===== src/design/lmd_pkg.sv =====
// Package: register map, field layout, reset values and timing for loop control
package lmd_pkg;
  localparam int unsigned CLK_MHZ = 250;
  // Register byte offsets on the Wishbone slave
  localparam logic [3:0] OFF_MULT_CTRL = 4'h0;
  localparam logic [3:0] OFF_STATUS = 4'h4;
  localparam logic [3:0] OFF_GATE = 4'h8;
  localparam logic [3:0] OFF_CLKSEL = 4'hC;
  // Multiplier control fields
  localparam int unsigned MULT_LSB = 0;
  localparam int unsigned MULT_W = 5;
  localparam logic [4:0] MULT_RESET = 5'h00;
  localparam logic [4:0] MULT_BYPASS = 5'h00;
  // Status fields
  localparam int unsigned LOCK_BIT = 0;
  localparam int unsigned PDOWN_BIT = 2;
  localparam int unsigned RATIO_LSB = 7;
  localparam int unsigned RATIO_W = 2;
  localparam logic [15:0] STATUS_RESET = 16'h0001;
  localparam logic [1:0] RATIO_RESET = 2'h0;
  // Output ratio select encodings
  localparam logic [1:0] RATIO_DIV8 = 2'h0;
  localparam logic [1:0] RATIO_DIV4 = 2'h1;
  localparam logic [1:0] RATIO_DIV2 = 2'h2;
  localparam logic [1:0] RATIO_DIV1 = 2'h3;
  // Core clock source codes reported on clock_source_o
  localparam logic [1:0] SRC_REF = 2'h0;
  localparam logic [1:0] SRC_REF_HALF = 2'h1;
  localparam logic [1:0] SRC_LOOP = 2'h2;
  localparam logic [1:0] SRC_OFF = 2'h3;
  // Lock interval in reference clock cycles
  localparam int unsigned LOCK_REF_CYCLES = 4096;
  localparam int unsigned LOCK_CNT_W = 16;
  typedef enum logic [1:0] {
    LMD_LOCKED = 2'b00,
    LMD_RELOCK = 2'b01
  } lmd_state_t;
endpackage


===== src/design/lmd_lock_if.sv =====
// Interface: request and completion between register file and lock sequencer
`timescale 1ns/1ps
interface lmd_lock_if;
  logic start;
  logic done;
  logic busy;
  modport ctrl (output start, input done, input busy);
  modport seq (input start, output done, output busy);
endinterface


===== src/design/lmd_lock_seq.sv =====
// Lock sequencer: counts reference cycles after each multiplier write
`timescale 1ns/1ps
module lmd_lock_seq #(
  parameter int unsigned LOCK_CYCLES = lmd_pkg::LOCK_REF_CYCLES
) (
  input wire logic clk_i,
  input wire logic rst_i,
  input wire logic ref_tick_i,
  lmd_lock_if.seq lk
);
  import lmd_pkg::*;
  localparam logic [LOCK_CNT_W-1:0] LAST = LOCK_CNT_W'(LOCK_CYCLES - 1);
  lmd_state_t state;
  logic [LOCK_CNT_W-1:0] cnt;

  // --------------------------------------------------------------
  // Sequencer
  // --------------------------------------------------------------
  always_ff @(posedge clk_i) begin
    if (rst_i) begin
      state <= LMD_LOCKED;
      cnt <= '0;
    end else if (lk.start) begin
      // A new write restarts the whole interval
      state <= LMD_RELOCK;
      cnt <= '0;
    end else begin
      unique case (state)
        LMD_LOCKED: begin
          cnt <= '0;
        end
        LMD_RELOCK: begin
          if (ref_tick_i) begin
            if (cnt == LAST) begin
              state <= LMD_LOCKED;
            end else begin
              cnt <= cnt + 1'b1;
            end
          end
        end
        default: begin
          state <= LMD_LOCKED;
        end
      endcase
    end
  end

  assign lk.busy = (state == LMD_RELOCK);
  assign lk.done = (state == LMD_RELOCK) && ref_tick_i && (cnt == LAST) && !lk.start;
endmodule


===== src/design/lmd_top.sv =====
// Top: Wishbone register file and clock selection for the multiplier loop
// Functional notes
// Multiplier field is bits 4:0, resets zero, bits 15:5 read zero.
// Zero multiplier bypasses the loop; reference/8 by default.
// Non-zero value n gives reference times n+1 before the divider.
// Ratio select in status 8:7; 01 is /4, 10 is /2, 11 is /1.
// Ratio select 00 divides by 8.
// Software keeps ratio 0 before multiplier writes, raises it after lock.
// Software uses divide by 1 only when bypassed or powered down.
// Registers reset only by external pin or watchdog reset.
// Writes to both registers land only while the gate is open.
// Status bit 2 powers the loop down while set.
// Power-down only in bypass; no non-zero multiplier while down.
// Loop stays powered down through standby and halt wakeup.
// Multiplier write clears lock flag; core runs at reference/2.
// Lock completion sets flag and switches to the new frequency.
// Software avoids multiplier writes while ratio is 01 or 10.
// Lock interval is a configurable count of reference cycles.
//
// Implementation choices: the address map and the Wishbone register port.
`timescale 1ns/1ps
module lmd_top #(
  parameter int unsigned LOCK_CYCLES = lmd_pkg::LOCK_REF_CYCLES
) (
  input wire logic clk_i,
  input wire logic rst_i,
  input wire logic external_reset_pin_i,
  input wire logic watchdog_reset_i,
  input wire logic debug_reset_i,
  input wire logic missing_clock_reset_i,
  input wire logic reference_tick_i,
  input wire logic protected_write_gate_i,
  input wire logic low_power_i,
  input wire logic cyc_i,
  input wire logic stb_i,
  input wire logic we_i,
  input wire logic [3:0] adr_i,
  input wire logic [3:0] sel_i,
  input wire logic [31:0] dat_i,
  output logic [31:0] dat_o,
  output logic ack_o,
  output logic err_o,
  output logic [lmd_pkg::MULT_W-1:0] loop_multiplier_o,
  output logic [5:0] loop_ratio_o,
  output logic [3:0] output_divisor_o,
  output logic [1:0] clock_source_o,
  output logic loop_power_down_o,
  output logic lock_done_flag_o
);
  import lmd_pkg::*;

  lmd_lock_if lk ();
  logic [MULT_W-1:0] multiplier_control_reg;
  logic [RATIO_W-1:0] output_ratio_select;
  logic loop_power_down;
  logic lock_done_flag;
  logic reg_reset;
  logic req;
  logic hit_mult;
  logic hit_status;
  logic hit_known;
  logic wr_lo;
  logic mult_wr;
  logic status_wr;
  logic [15:0] status_word;
  logic [31:0] next_dat;
  logic [1:0] next_src;
  logic [3:0] next_div;

  // --------------------------------------------------------------
  // Reset scope and bus decode
  // --------------------------------------------------------------
  // Debugger and missing-clock resets are deliberately not ORed in here
  assign reg_reset = rst_i || external_reset_pin_i || watchdog_reset_i;
  assign req = cyc_i && stb_i && !ack_o && !err_o;
  assign hit_mult = (adr_i == OFF_MULT_CTRL);
  assign hit_status = (adr_i == OFF_STATUS);
  assign hit_known = hit_mult || hit_status || (adr_i == OFF_GATE) || (adr_i == OFF_CLKSEL);
  assign wr_lo = we_i && (sel_i[0] || sel_i[1]);
  // Closed gate: write is acked but dropped, as protected registers do
  assign mult_wr = req && hit_mult && wr_lo && sel_i[0] && protected_write_gate_i;
  assign status_wr = req && hit_status && wr_lo && protected_write_gate_i;

  always_ff @(posedge clk_i) begin
    if (rst_i) begin
      ack_o <= 1'b0;
      err_o <= 1'b0;
    end else begin
      ack_o <= req && hit_known;
      err_o <= req && !hit_known;
    end
  end

  // --------------------------------------------------------------
  // Multiplier control register
  // --------------------------------------------------------------
  always_ff @(posedge clk_i) begin
    if (reg_reset) begin
      multiplier_control_reg <= MULT_RESET;
    end else if (mult_wr) begin
      multiplier_control_reg <= dat_i[MULT_LSB +: MULT_W];
    end
  end

  // --------------------------------------------------------------
  // Status register
  // --------------------------------------------------------------
  always_ff @(posedge clk_i) begin
    if (reg_reset) begin
      output_ratio_select <= RATIO_RESET;
    end else if (status_wr) begin
      // Bit 7 sits in lane 0, bit 8 in lane 1
      if (sel_i[0]) begin
        output_ratio_select[0] <= dat_i[RATIO_LSB];
      end
      if (sel_i[1]) begin
        output_ratio_select[1] <= dat_i[RATIO_LSB + 1];
      end
    end
  end

  always_ff @(posedge clk_i) begin
    if (reg_reset) begin
      loop_power_down <= STATUS_RESET[PDOWN_BIT];
    end else if (status_wr && sel_i[0]) begin
      loop_power_down <= dat_i[PDOWN_BIT];
    end
  end

  // Low-power entry and exit never touch the power-down bit
  assign loop_power_down_o = loop_power_down;

  assign lk.start = mult_wr;

  always_ff @(posedge clk_i) begin
    if (reg_reset) begin
      lock_done_flag <= STATUS_RESET[LOCK_BIT];
    end else if (mult_wr) begin
      lock_done_flag <= 1'b0;
    end else if (lk.done) begin
      lock_done_flag <= 1'b1;
    end
  end

  // Sequencer follows the register reset scope so a lock survives
  // debugger resets alongside the flag
  lmd_lock_seq #(
    .LOCK_CYCLES(LOCK_CYCLES)
  ) u_seq (
    .clk_i(clk_i),
    .rst_i(reg_reset),
    .ref_tick_i(reference_tick_i),
    .lk(lk.seq)
  );

  // --------------------------------------------------------------
  // Core clock selection
  // --------------------------------------------------------------
  always_comb begin
    next_src = SRC_LOOP;
    if (!lock_done_flag || lk.busy) begin
      next_src = SRC_REF_HALF;
    end else if (multiplier_control_reg == MULT_BYPASS) begin
      next_src = SRC_REF;
    end else if (loop_power_down) begin
      // Misuse: non-zero multiplier with loop off leaves no loop clock
      next_src = SRC_OFF;
    end else if (low_power_i) begin
      next_src = SRC_OFF;
    end
  end

  always_comb begin
    unique case (output_ratio_select)
      RATIO_DIV8: next_div = 4'h8;
      RATIO_DIV4: next_div = 4'h4;
      RATIO_DIV2: next_div = 4'h2;
      RATIO_DIV1: next_div = 4'h1;
    endcase
    // Relock period runs at reference/2 whatever the select says
    if (!lock_done_flag) begin
      next_div = 4'h1;
    end
  end

  always_ff @(posedge clk_i) begin
    if (reg_reset) begin
      clock_source_o <= SRC_REF;
      output_divisor_o <= 4'h8;
      loop_ratio_o <= 6'h01;
    end else begin
      clock_source_o <= next_src;
      output_divisor_o <= next_div;
      if (multiplier_control_reg == MULT_BYPASS) begin
        loop_ratio_o <= 6'h01;
      end else begin
        loop_ratio_o <= {1'b0, multiplier_control_reg} + 6'h01;
      end
    end
  end

  assign loop_multiplier_o = multiplier_control_reg;
  assign lock_done_flag_o = lock_done_flag;

  // --------------------------------------------------------------
  // Read data
  // --------------------------------------------------------------
  always_comb begin
    status_word = 16'h0000;
    status_word[RATIO_LSB +: RATIO_W] = output_ratio_select;
    status_word[PDOWN_BIT] = loop_power_down;
    status_word[LOCK_BIT] = lock_done_flag;
    next_dat = 32'h0000_0000;
    if (hit_mult) begin
      next_dat[MULT_LSB +: MULT_W] = multiplier_control_reg;
    end else if (hit_status) begin
      next_dat[15:0] = status_word;
    end else if (adr_i == OFF_GATE) begin
      next_dat[0] = protected_write_gate_i;
    end else if (adr_i == OFF_CLKSEL) begin
      next_dat[1:0] = clock_source_o;
      next_dat[11:8] = output_divisor_o;
      next_dat[21:16] = loop_ratio_o;
    end
  end

  always_ff @(posedge clk_i) begin
    if (rst_i) begin
      dat_o <= 32'h0000_0000;
    end else if (req && !we_i) begin
      dat_o <= next_dat;
    end
  end
endmodule


===== config.mk =====
export PLATFORM = sky130hd
export DESIGN_NAME = lmd_top
export DESIGN_NICKNAME = d
export VERILOG_FILES = /design/src/design/lmd_pkg.sv /design/src/design/lmd_lock_if.sv /design/src/design/lmd_lock_seq.sv /design/src/design/lmd_top.sv
export SDC_FILE = /design/constraint.sdc
export NUM_CORES = 1
export LEC_CHECK = 0
export BUFFER_PORTS_ARGS = -buffer_cell sky130_fd_sc_hd__buf_2
export CAP_MARGIN = 20
export CORE_MARGIN = 5
export CORE_UTILIZATION = 48
export CTS_CLUSTER_DIAMETER = 50
export DETAILED_ROUTE_END_ITERATION = 10
export PLACE_DENSITY = 0.91
export SYNTH_ARGS = -nofsm -noshare
export SYNTH_HDL_FRONTEND = slang
export SYNTH_SLANG_ARGS = --single-unit

===== constraint.sdc =====
create_clock -name clk_i -period 2.28 [get_ports clk_i]
set_input_delay 0.114 -clock clk_i [delete_from_list [all_inputs] [get_ports clk_i]]
set_output_delay 0.114 -clock clk_i [all_outputs]
set_load 0.05 [all_outputs]

Word-level counts from Yosys, hierarchy flattened:

Cells that the tools add are included.

* bits in registers: 63
* input bits: 52
* output and inout port bits: 53
* logic and storage cells: 108

* add/sub/neg operators: 2
* eq/ne operators: 14
* muxes and demuxes: 28
* bitwise gates (word level): 2
* reductions and logical operators: 46

Operators with widths (count)
* two-way mux 16 bit: 2
* one-hot mux 16 bit (2 select lines): 1
* two-way mux 6 bit: 4
* logical AND 1 bit: 18
* two-way mux 17 bit: 1
* adder 16 x 1 -> 16 bit, second input constant: 1
* equality test 16 x 12 -> 1 bit, second input constant: 1
* two-way mux 4 bit: 4
* one-hot mux 4 bit (4 select lines): 1
* two-way mux 1 bit: 9
* AND reduction 3 bit: 3
* equality test 4 bit, second input constant: 2
* two-way mux 2 bit: 4
* logical OR 1 bit: 7
* adder 5 x 1 -> 6 bit, second input constant: 1
* zero test 1 bit: 6
* OR reduction 2 bit: 3
* zero test 5 bit: 1
* two-way mux 5 bit: 1
* equality test 2 x 1 -> 1 bit, second input constant: 2
* equality test 2 bit, second input constant: 2
* equality test 4 x 3 -> 1 bit, second input constant: 1
* zero test 2 bit: 2
* zero test 4 bit: 1
* other kinds (9): 14

Longest topological paths before layout:

Gate-level depths: netlist of the first run.

* word-level depth: 11
* gate-level depth with buffers: 7
* gate-level depth less buffers: 5

Hierarchy:

A second synthesis of the first run with hierarchy kept.

* cell total of the unflattened synthesis: 301
* area, all modules: 2691.3 sq um

Modules (own cells, without submodules)
* lmd_top: instances 1, cells an instance 199, area an instance 1791.7 sq um
* lmd_lock_seq: instances 1, cells an instance 102, area an instance 899.6 sq um

Worst setup path before layout of the first run:

OpenSTA, ideal clock, no wires.

* path type: reg2reg
* from: register err_o
* to: register dat_o[17]
* setup time: 66 ps
* arrival time: 1831 ps
* path slack: 383 ps
* stages on the path, launching flop included: 8
* buffers on the path: 3
* period minus slack after synthesis: 1897 ps
* cells stage by stage: dfxtp_1 nand4bb_1 buf_2 or2_2 clkbuf_1 clkbuf_1 a22oi_1 nor2_1

* longest elaborated chain between the ends: 3

Ends and longest elaborated chain
* from (decl): line lmd_top.sv:42 `output logic err_o,`
* from (signal assigned): line lmd_top.sv:90 `err_o <= req && !hit_known;`
* zero test 1 bit: line lmd_top.sv:75 `assign req = cyc_i && stb_i && !ack_o && !err_o;`
* logical AND 1 bit: line lmd_top.sv:75
* logical AND 1 bit: line lmd_top.sv:230 `end else if (req && !we_i) begin`
* to (signal assigned): line lmd_top.sv:231 `dat_o <= next_dat;`
* to (decl): line lmd_top.sv:40 `output logic [31:0] dat_o,`

No other way between the ends.
A chain may end at the register's enable or synchronous reset.

Worst setup path in the final report of the first run:

* from: register err_o
* to: register u_seq.cnt[2]

* longest elaborated chain between the ends: 7

Ends and longest elaborated chain
* zero test 1 bit: line lmd_top.sv:75
* logical AND 1 bit: line lmd_top.sv:75
* logical AND 1 bit (4 in a row): line lmd_top.sv:81 `assign mult_wr = req && hit_mult && wr_lo && sel_i[0] && protected_write_gate_i;`
* OR reduction 2 bit (no source line)
* to (signal assigned): line lmd_lock_seq.sv:37 `cnt <= cnt + 1'b1;`
* to (decl): line lmd_lock_seq.sv:14 `logic [LOCK_CNT_W-1:0] cnt;`

No other way between the ends.

==> metrics.cfg, run 1 <==
[critical_path]
worstSetupStartpoint = err_o$_SDFF_PP0_
worstReg2RegEnd = u_seq.cnt[2]$_SDFFE_PP0P_
slowest_stage = nor3_4
start_kind = flop
critPathRequiredTime_ns = 2.49
worst-path-max-fanout = 16
path_cells = nand4bb_1 -> nor3_4 -> nand3b_4 -> nor3_1
endpoint_kind = flop
reg2regPathDepth = 4
cp-endpoint = u_seq.cnt[2]$_SDFFE_PP0P_
r2r_start = err_o$_SDFF_PP0_
r2r_slack_ns = 0.34
arrival_ns = 2.14
critical_path.max_stage_delay_ns = 0.59
criticalPathCategory = flop to flop

[grt]
grt_usage_pct = 16.05
grt_pass1_wl_um = 9446
grt_overflow = 0
grt_pass1_vias = 2033
grt_start_max_net_pins = 21
antenna_found_initial = 0

[logic_synthesis]
ys_seq_area_share_pct = 44.03
yosys_warnings = 0
synthCells = 276
ys_seq_elements = 56
synth.avg_cell_area_um2 = 9.225
syn-cell-area_um2 = 2546
synth_edf_count = 0
ys_async_sr_fraction_pct = 0
synth_cell_types = 47
synth_top_flop_cell = dfxtp_1

[detailed_routing]
routed_wl_um = 5544
drt_iter0_markers = 110
post_drt_wl_per_cell_um = 13.79
postRouteAntennaNets = 0
first_pass_iters = 4
avgViaCountPerCell = 5.438
drc = 0
vias = 2186

[timing]
finalWorstSetupSlack_ns = 0.3438
fmaxAchievable_mhz = 516.5
finClkSkew_ns = 0.006137
slew_viol_final = 0
hold_slack_ns = 0.02703
finalCritPeriodShare_pct = 84.92
tns_ns = 0
maxSlewHeadroom_pct = 57.60
worst_pin_slew_ns = 0.6308
setup_viol = 0
hold_viol_final = 0
fin_crit_ns = 1.936
rsz0062_at_grt = no

[cells_and_area]
fill_cells = 483
multi_input_area_um2 = 1257
area_growth_pct = 14.15
layout-drive-gt1-share_pct = 24.70
final_cell_mix = buf_2 (59), dfxtp_1 (56), nor2_1 (33), a21oi_1 (17), conb_1 (16)
final-seq-area_um2 = 1121
final_common_cell = buf_2
layout.nets = 386
num_antenna_cells = 0

[power]
pwr_density_cell_nw_per_um2 = 576.9
power_mw = 1.677
power_leakage_nw = 1.150
worst_ir_drop_vdd_v = 0.0002509

[cts]
numCtsBuffers = 5
tritoncts = built
cts-resized-gates = 0
clk_path_buf_depth = 2
postCtsSetupRepairBufs = 0
clk_pin_slew_ns = 0.10
clk_latency_ns = 0.31
clock_sinks = 56
h-tree-depth = 2
cts-root-buf = clkbuf_8
cts-hold-fix-buffers = 0

[floorplan]
core_region_area_um2 = 5140
initial_core_util_pct = 49.54
dieArea_um2 = 6861
rows = 26
die_x_um = 82.83
io_pins = 105
fp.dieH_um = 82.83

[place]
hpwl_um = 4305
pre_cts_ws_ns = 0.3392
routabilityCongestion = 0.7989
io_buffers = 59

[job]
drv_cap = 0

[hold_path]
worstHoldPathType = primary input to flop

[run_status]
status = finished, final reports clean

## worst min path at each step
stage,depth (start not counted),end,start,slack [ns]
after detailed placement,2,ack_o$_SDFF_PP0_,adr_i[1],0.36
after floorplan,1,ack_o$_SDFF_PP0_,adr_i[1],0.19
after global placement,2,ack_o$_SDFF_PP0_,adr_i[1],0.34
final,2,ack_o$_SDFF_PP0_,adr_i[0],0.03
after global routing,3,loop_multiplier_o[3]$_SDFFE_PP0P_,dat_i[3],0.04
after CTS,2,ack_o$_SDFF_PP0_,adr_i[1],0.02
## stage by stage
step / area [µm²] / std cells / utilization, %
after floorplan: 2603 / 291 / -
after global placement: 2810 / 394 / 54.67
after detailed placement: 2810 / 394 / 54.67
after CTS: 2907 / 402 / 56.55
after global routing: 2907 / 402 / 56.55
final: 2907 / 402 / 56.55
## cell usage after synthesis, types with 2 or more instances
master | n | area [µm²]
and4_1 | 2 | 17.52
o31ai_1 | 7 | 52.55
inv_1 | 9 | 33.78
or4_4 | 2 | 22.52
nor3_1 | 10 | 50.05
buf_4 | 16 | 120.1
xnor2_1 | 4 | 35.03
nand3_1 | 15 | 75.07
o41ai_1 | 2 | 17.52
xor2_1 | 3 | 26.28
dfxtp_1 | 56 | 1121
a22oi_1 | 9 | 67.56
nand4_1 | 6 | 37.54
nor2_1 | 33 | 123.9
a21oi_1 | 17 | 85.08
ha_1 | 3 | 37.54
nor4_1 | 9 | 56.30
nand2_1 | 14 | 52.55
clkbuf_1 | 9 | 33.78
or2_2 | 2 | 12.51
o21ai_0 | 6 | 30.03
or4_1 | 7 | 52.55
or3_1 | 2 | 12.51
mux2i_1 | 10 | 100.1
## metal layers
metal	global-route usage (%)	routed length, µm	vias up
li1	-	-	1080
met1	19.25	2320	1034
met2	27.62	2770	66
met3	4.653	397	6
met4	5.052	56	0
met5	0	0	-
## power breakdown
part           switching, mW  internal (mW)
clock                  0.335          0.226
sequential           0.00100          0.980
combinational          0.107         0.0271
total                  0.444           1.23
## final cells by class
| class | instances | area share (%) |
|---|---|---|
| multi-input cells | 198 | 43.26 |
| clock inverters | 3 | 0.9471 |
| clock buffers | 5 | 2.368 |
| well taps | 70 | 3.013 |
| inverters | 9 | 1.162 |
| flip-flops and latches | 56 | 38.57 |
| repair buffers | 61 | 10.68 |
## worst max-delay path: cells and delay by family (launching register included)
| kind | cells | cell delay [ns] |
|---|---|---|
| and+or+nand+nor | 4 | 1.52 |
| DFF | 1 | 0.32 |
## registers in the layout, summed over array words and instances, names as in the netlist
signal               cells
loop_power_down_o        1
loop_multiplier_o        5
output_ratio_select      2
clock_source_o           2
u_seq.cnt               16
ack_o                    1
loop_ratio_o             6
err_o                    1
lock_done_flag_o         1
u_seq.state              1
output_divisor_o         4
dat_o                   16
## cells by family (layout without fill, tap and decap cells)
logic type      after synthesis  count (layout)  share of synthesized area, %
flops                        56              56                         44.03
fa+ha+maj                     3               3                         1.474
compound gates               46              46                         11.99
other cells                   1              16                        0.1473
simple gates                115             115                         26.19
xor+xnor                      7               7                         2.408
buf+inv                      37              78                         8.796
mux                          11              11                         4.963
No activity file was read; power rests on OpenSTA's default activity.
==> run 2, diff against run 1 <==
--- a/config.mk
+++ b/config.mk
@@ -5,13 +5,14 @@
 export SDC_FILE = /design/constraint.sdc
 export NUM_CORES = 1
 export LEC_CHECK = 0
+export ABC_AREA = 1
 export BUFFER_PORTS_ARGS = -buffer_cell sky130_fd_sc_hd__buf_2
 export CAP_MARGIN = 20
 export CORE_MARGIN = 5
 export CORE_UTILIZATION = 48
 export CTS_CLUSTER_DIAMETER = 50
 export DETAILED_ROUTE_END_ITERATION = 10
-export PLACE_DENSITY = 0.91
+export PLACE_DENSITY = 0.9
 export SYNTH_ARGS = -nofsm -noshare
 export SYNTH_HDL_FRONTEND = slang
 export SYNTH_SLANG_ARGS = --single-unit
==> constraint.sdc (replaced) <==
create_clock -name clk_i -period 1.9 [get_ports clk_i]
set_input_delay 0.095 -clock clk_i [delete_from_list [all_inputs] [get_ports clk_i]]
set_output_delay 0.095 -clock clk_i [all_outputs]
set_load 0.05 [all_outputs]
==> run 2 against run 1 <==
  * Global-route usage increased by 0.43 points
  * Flip-flop and latch count unchanged
  * Clock skew increased by 0.0013 ns
  * Setup slack lost 0.068 ns
  * Clock power rose by 20%
  * Worst hold slack worse by 0.021 ns
  * Combinational power rose by 22%
  * Synthesized area up 4.4%
  * Power grew 20%
  * Synthesized cell count rose by 32%
==> metrics.cfg, run 2 <==
[run_status]
status = finished, final reports clean  ; unchanged

[job]
drv_cap = 0  ; unchanged

[grt]
grt_overflow = 0  ; unchanged
grt_pass1_vias = 2396  ; was 2033
grt_start_max_net_pins = 20  ; was 21
grt_usage_pct = 16.48  ; was 16.05%
grt_pass1_wl_um = 10020  ; was 9446 µm
antenna_found_initial = 0  ; unchanged

[cells_and_area]
fill_cells = 497  ; was 483
final_common_cell = nand2_1  ; was buf_2
area_growth_pct = 14.78  ; was 14.15%
reg_top3 = dat_o (16), u_seq.cnt (16), loop_ratio_o (6)  ; unchanged
final-seq-area_um2 = 1121  ; unchanged
final_cell_mix = nand2_1 (73), nor2_1 (63), buf_2 (59), dfxtp_1 (56), inv_1 (45)  ; was buf_2 (59), dfxtp_1 (56), nor2_1 (33), a21oi_1 (17), conb_1 (16)
layout-drive-gt1-share_pct = 20.37  ; was 24.70%
fin_area_um2 = 3052  ; was 2907 µm²
num_antenna_cells = 0  ; unchanged
layout.nets = 481  ; was 386
multi_input_area_um2 = 1251  ; was 1257 µm²

[timing]
finClkSkew_ns = 0.007443  ; was 0.006137 ns
hold_viol_final = 0  ; unchanged
fin_crit_ns = 1.624  ; was 1.936 ns
finalCritPeriodShare_pct = 85.49  ; was 84.92%
fmaxAchievable_mhz = 615.6  ; was 516.5 MHz
tns_ns = 0  ; unchanged
slew_viol_final = 0  ; unchanged
setup_viol = 0  ; unchanged
rsz0062_at_grt = no  ; unchanged

[detailed_routing]
drc = 0  ; unchanged
postRouteAntennaNets = 0  ; unchanged
avgViaCountPerCell = 4.982  ; was 5.438
vias = 2486  ; was 2186
drt_iter0_markers = 109  ; was 110
routed_wl_um = 5932  ; was 5544 µm
first_pass_iters = 4  ; unchanged
post_drt_wl_per_cell_um = 11.89  ; was 13.79 µm

[floorplan]
initial_core_util_pct = 48.88  ; was 49.54%
dieArea_um2 = 7128  ; was 6861 µm²
fp.dieH_um = 84.43  ; was 82.83 µm
rows = 27  ; was 26
io_pins = 105  ; unchanged
core_region_area_um2 = 5439  ; was 5140 µm²
die_x_um = 84.43  ; was 82.83 µm

[critical_path]
arrival_ns = 1.84  ; was 2.14 ns
r2r_slack_ns = 0.28  ; was 0.34 ns
critPathRequiredTime_ns = 2.12  ; was 2.49 ns
start_kind = flop  ; unchanged
reg2regPathDepth = 10  ; was 4
worst-path-max-fanout = 6  ; was 16
criticalPathCategory = flop to flop  ; unchanged
endpoint_kind = flop  ; unchanged

[hold_path]
worstHoldPathCells = 3  ; was 2
worstHoldPathType = primary input to flop  ; unchanged

[logic_synthesis]
ys_seq_area_share_pct = 42.16  ; was 44.03%
synth_top_flop_cell = dfxtp_1  ; unchanged
synth_edf_count = 0  ; unchanged
synth_cell_types = 35  ; was 47
ys_async_sr_fraction_pct = 0  ; unchanged
ys_seq_elements = 56  ; unchanged
yosys_warnings = 0  ; unchanged
synth_area_leaders = dfxtp_1 (42%), nand2_1 (10%), nor2_1 (8.9%)  ; was dfxtp_1 (44%), nor2_1 (4.9%), buf_4 (4.7%)
yosysMostFrequentCell = nand2_1  ; was dfxtp_1
syn-cell-area_um2 = 2659  ; was 2546 µm²
synth_top_area_share_pct = 42.16  ; was 44.03%
synth_top_area_cell = dfxtp_1  ; unchanged
synth.avg_cell_area_um2 = 7.284  ; was 9.225 µm²
netlist_top_cells_count = nand2_1 (73), nor2_1 (63), dfxtp_1 (56), inv_1 (45), nand3_1 (25)  ; was dfxtp_1 (56), nor2_1 (33), a21oi_1 (17), buf_4 (16), nand3_1 (15)
synthCells = 365  ; was 276

[power]
pwr_density_cell_nw_per_um2 = 659.6  ; was 576.9 nW/µm²
worst_ir_drop_vdd_v = 0.0002829  ; was 0.0002509 V
power_mw = 2.013  ; was 1.677 mW
power_leakage_nw = 1.434  ; was 1.150 nW

[cts]
numCtsBuffers = 5  ; unchanged
clock_sinks = 56  ; unchanged
cts-root-buf = clkbuf_8  ; unchanged
h-tree-depth = 2  ; unchanged
clk_latency_ns = 0.32  ; was 0.31 ns
cts-resized-gates = 0  ; unchanged
tritoncts = built  ; unchanged
postCtsSetupRepairBufs = 0  ; unchanged
clk_path_buf_depth = 2  ; unchanged
clk_pin_slew_ns = 0.10  ; about the same
cts-hold-fix-buffers = 0  ; unchanged

[place]
place_area_um2 = 2955  ; was 2810 µm²
hpwl_um = 4749  ; was 4305 µm
routabilityCongestion = 0.8690  ; was 0.7989
io_buffers = 59  ; unchanged

-- run 2: worst paths after layout --
path / start / end
setup / recovery: u_seq.cnt[1]$_SDFFE_PP0P_ / u_seq.cnt[8]$_SDFFE_PP0P_
setup reg to reg: u_seq.cnt[1]$_SDFFE_PP0P_ / u_seq.cnt[8]$_SDFFE_PP0P_
hold reg to reg: dat_o[7]$_SDFFE_PP0P_ / dat_o[7]$_SDFFE_PP0P_
hold / removal: dat_i[7] / output_ratio_select[0]$_SDFFE_PP0P_
-- run 2: cell type report --
type | count | share of cell area [%]
clock buffers | 5 | 2.255
flip-flops and latches | 56 | 36.74
repair buffers | 61 | 10.17
multi-input cells | 254 | 41.00
well taps | 72 | 2.952
inverters | 48 | 5.986
clock inverters | 3 | 0.9020
-- run 2: where the power goes --
| part | switching [mW] | leakage [nW] | internal [mW] |
|---|---|---|---|
| clock network | 0.403 | 0.0463 | 0.271 |
| registers | 0.000976 | 0.451 | 1.17 |
| logic | 0.133 | 0.937 | 0.0302 |
-- run 2: stage by stage --
step	util (%)	setup WS (ns)	instances	hold WS (ns)
4_1_cts	56.11	0.2726	499	0.01060
3_5_place_dp	54.34	0.3120	491	0.3376
5_1_grt	56.11	0.06291	499	0.03486
2_1_floorplan	-	0.3928	380	0.2165
3_3_place_gp	54.34	0.3592	491	0.3356
6_report	56.11	0.2757	499	0.006085
-- run 2: layer usage --
metal / global-route usage (%) / wire [µm] / part of all wire (%) / up-vias
met4: 5.036 / 67 / 1.1 / 0
met5: 0 / 0 / 0 / -
met3: 4.416 / 432 / 7.3 / 10
li1: - / - / - / 1258
met1: 17.91 / 2433 / 41 / 1141
met2: 30.99 / 2998 / 51 / 77
-- run 2: critical path, stage by stage (launching register included) --
cell     delay, ns
dfxtp_1       0.37
ha_1          0.19
inv_1         0.08
nor2_2        0.17
nand2_1       0.11
inv_1         0.11
nand4_2       0.17
nand3_1       0.16
nand2_1       0.07
nand2_1       0.06
nor2_1        0.04
-- run 2: cell families (layout without fill, tap and decap cells) --
logic type	after synthesis	count (layout)	synth area share, %
DFF	56	56	42.16
xor gates and xnor gates	2	2	0.6589
AOI/OAI and AO/OA	39	39	9.270
other	1	16	0.1410
buffers and inverters	70	117	12.89
adders and majority gates	3	3	1.412
and+or+nand+nor	194	194	33.46
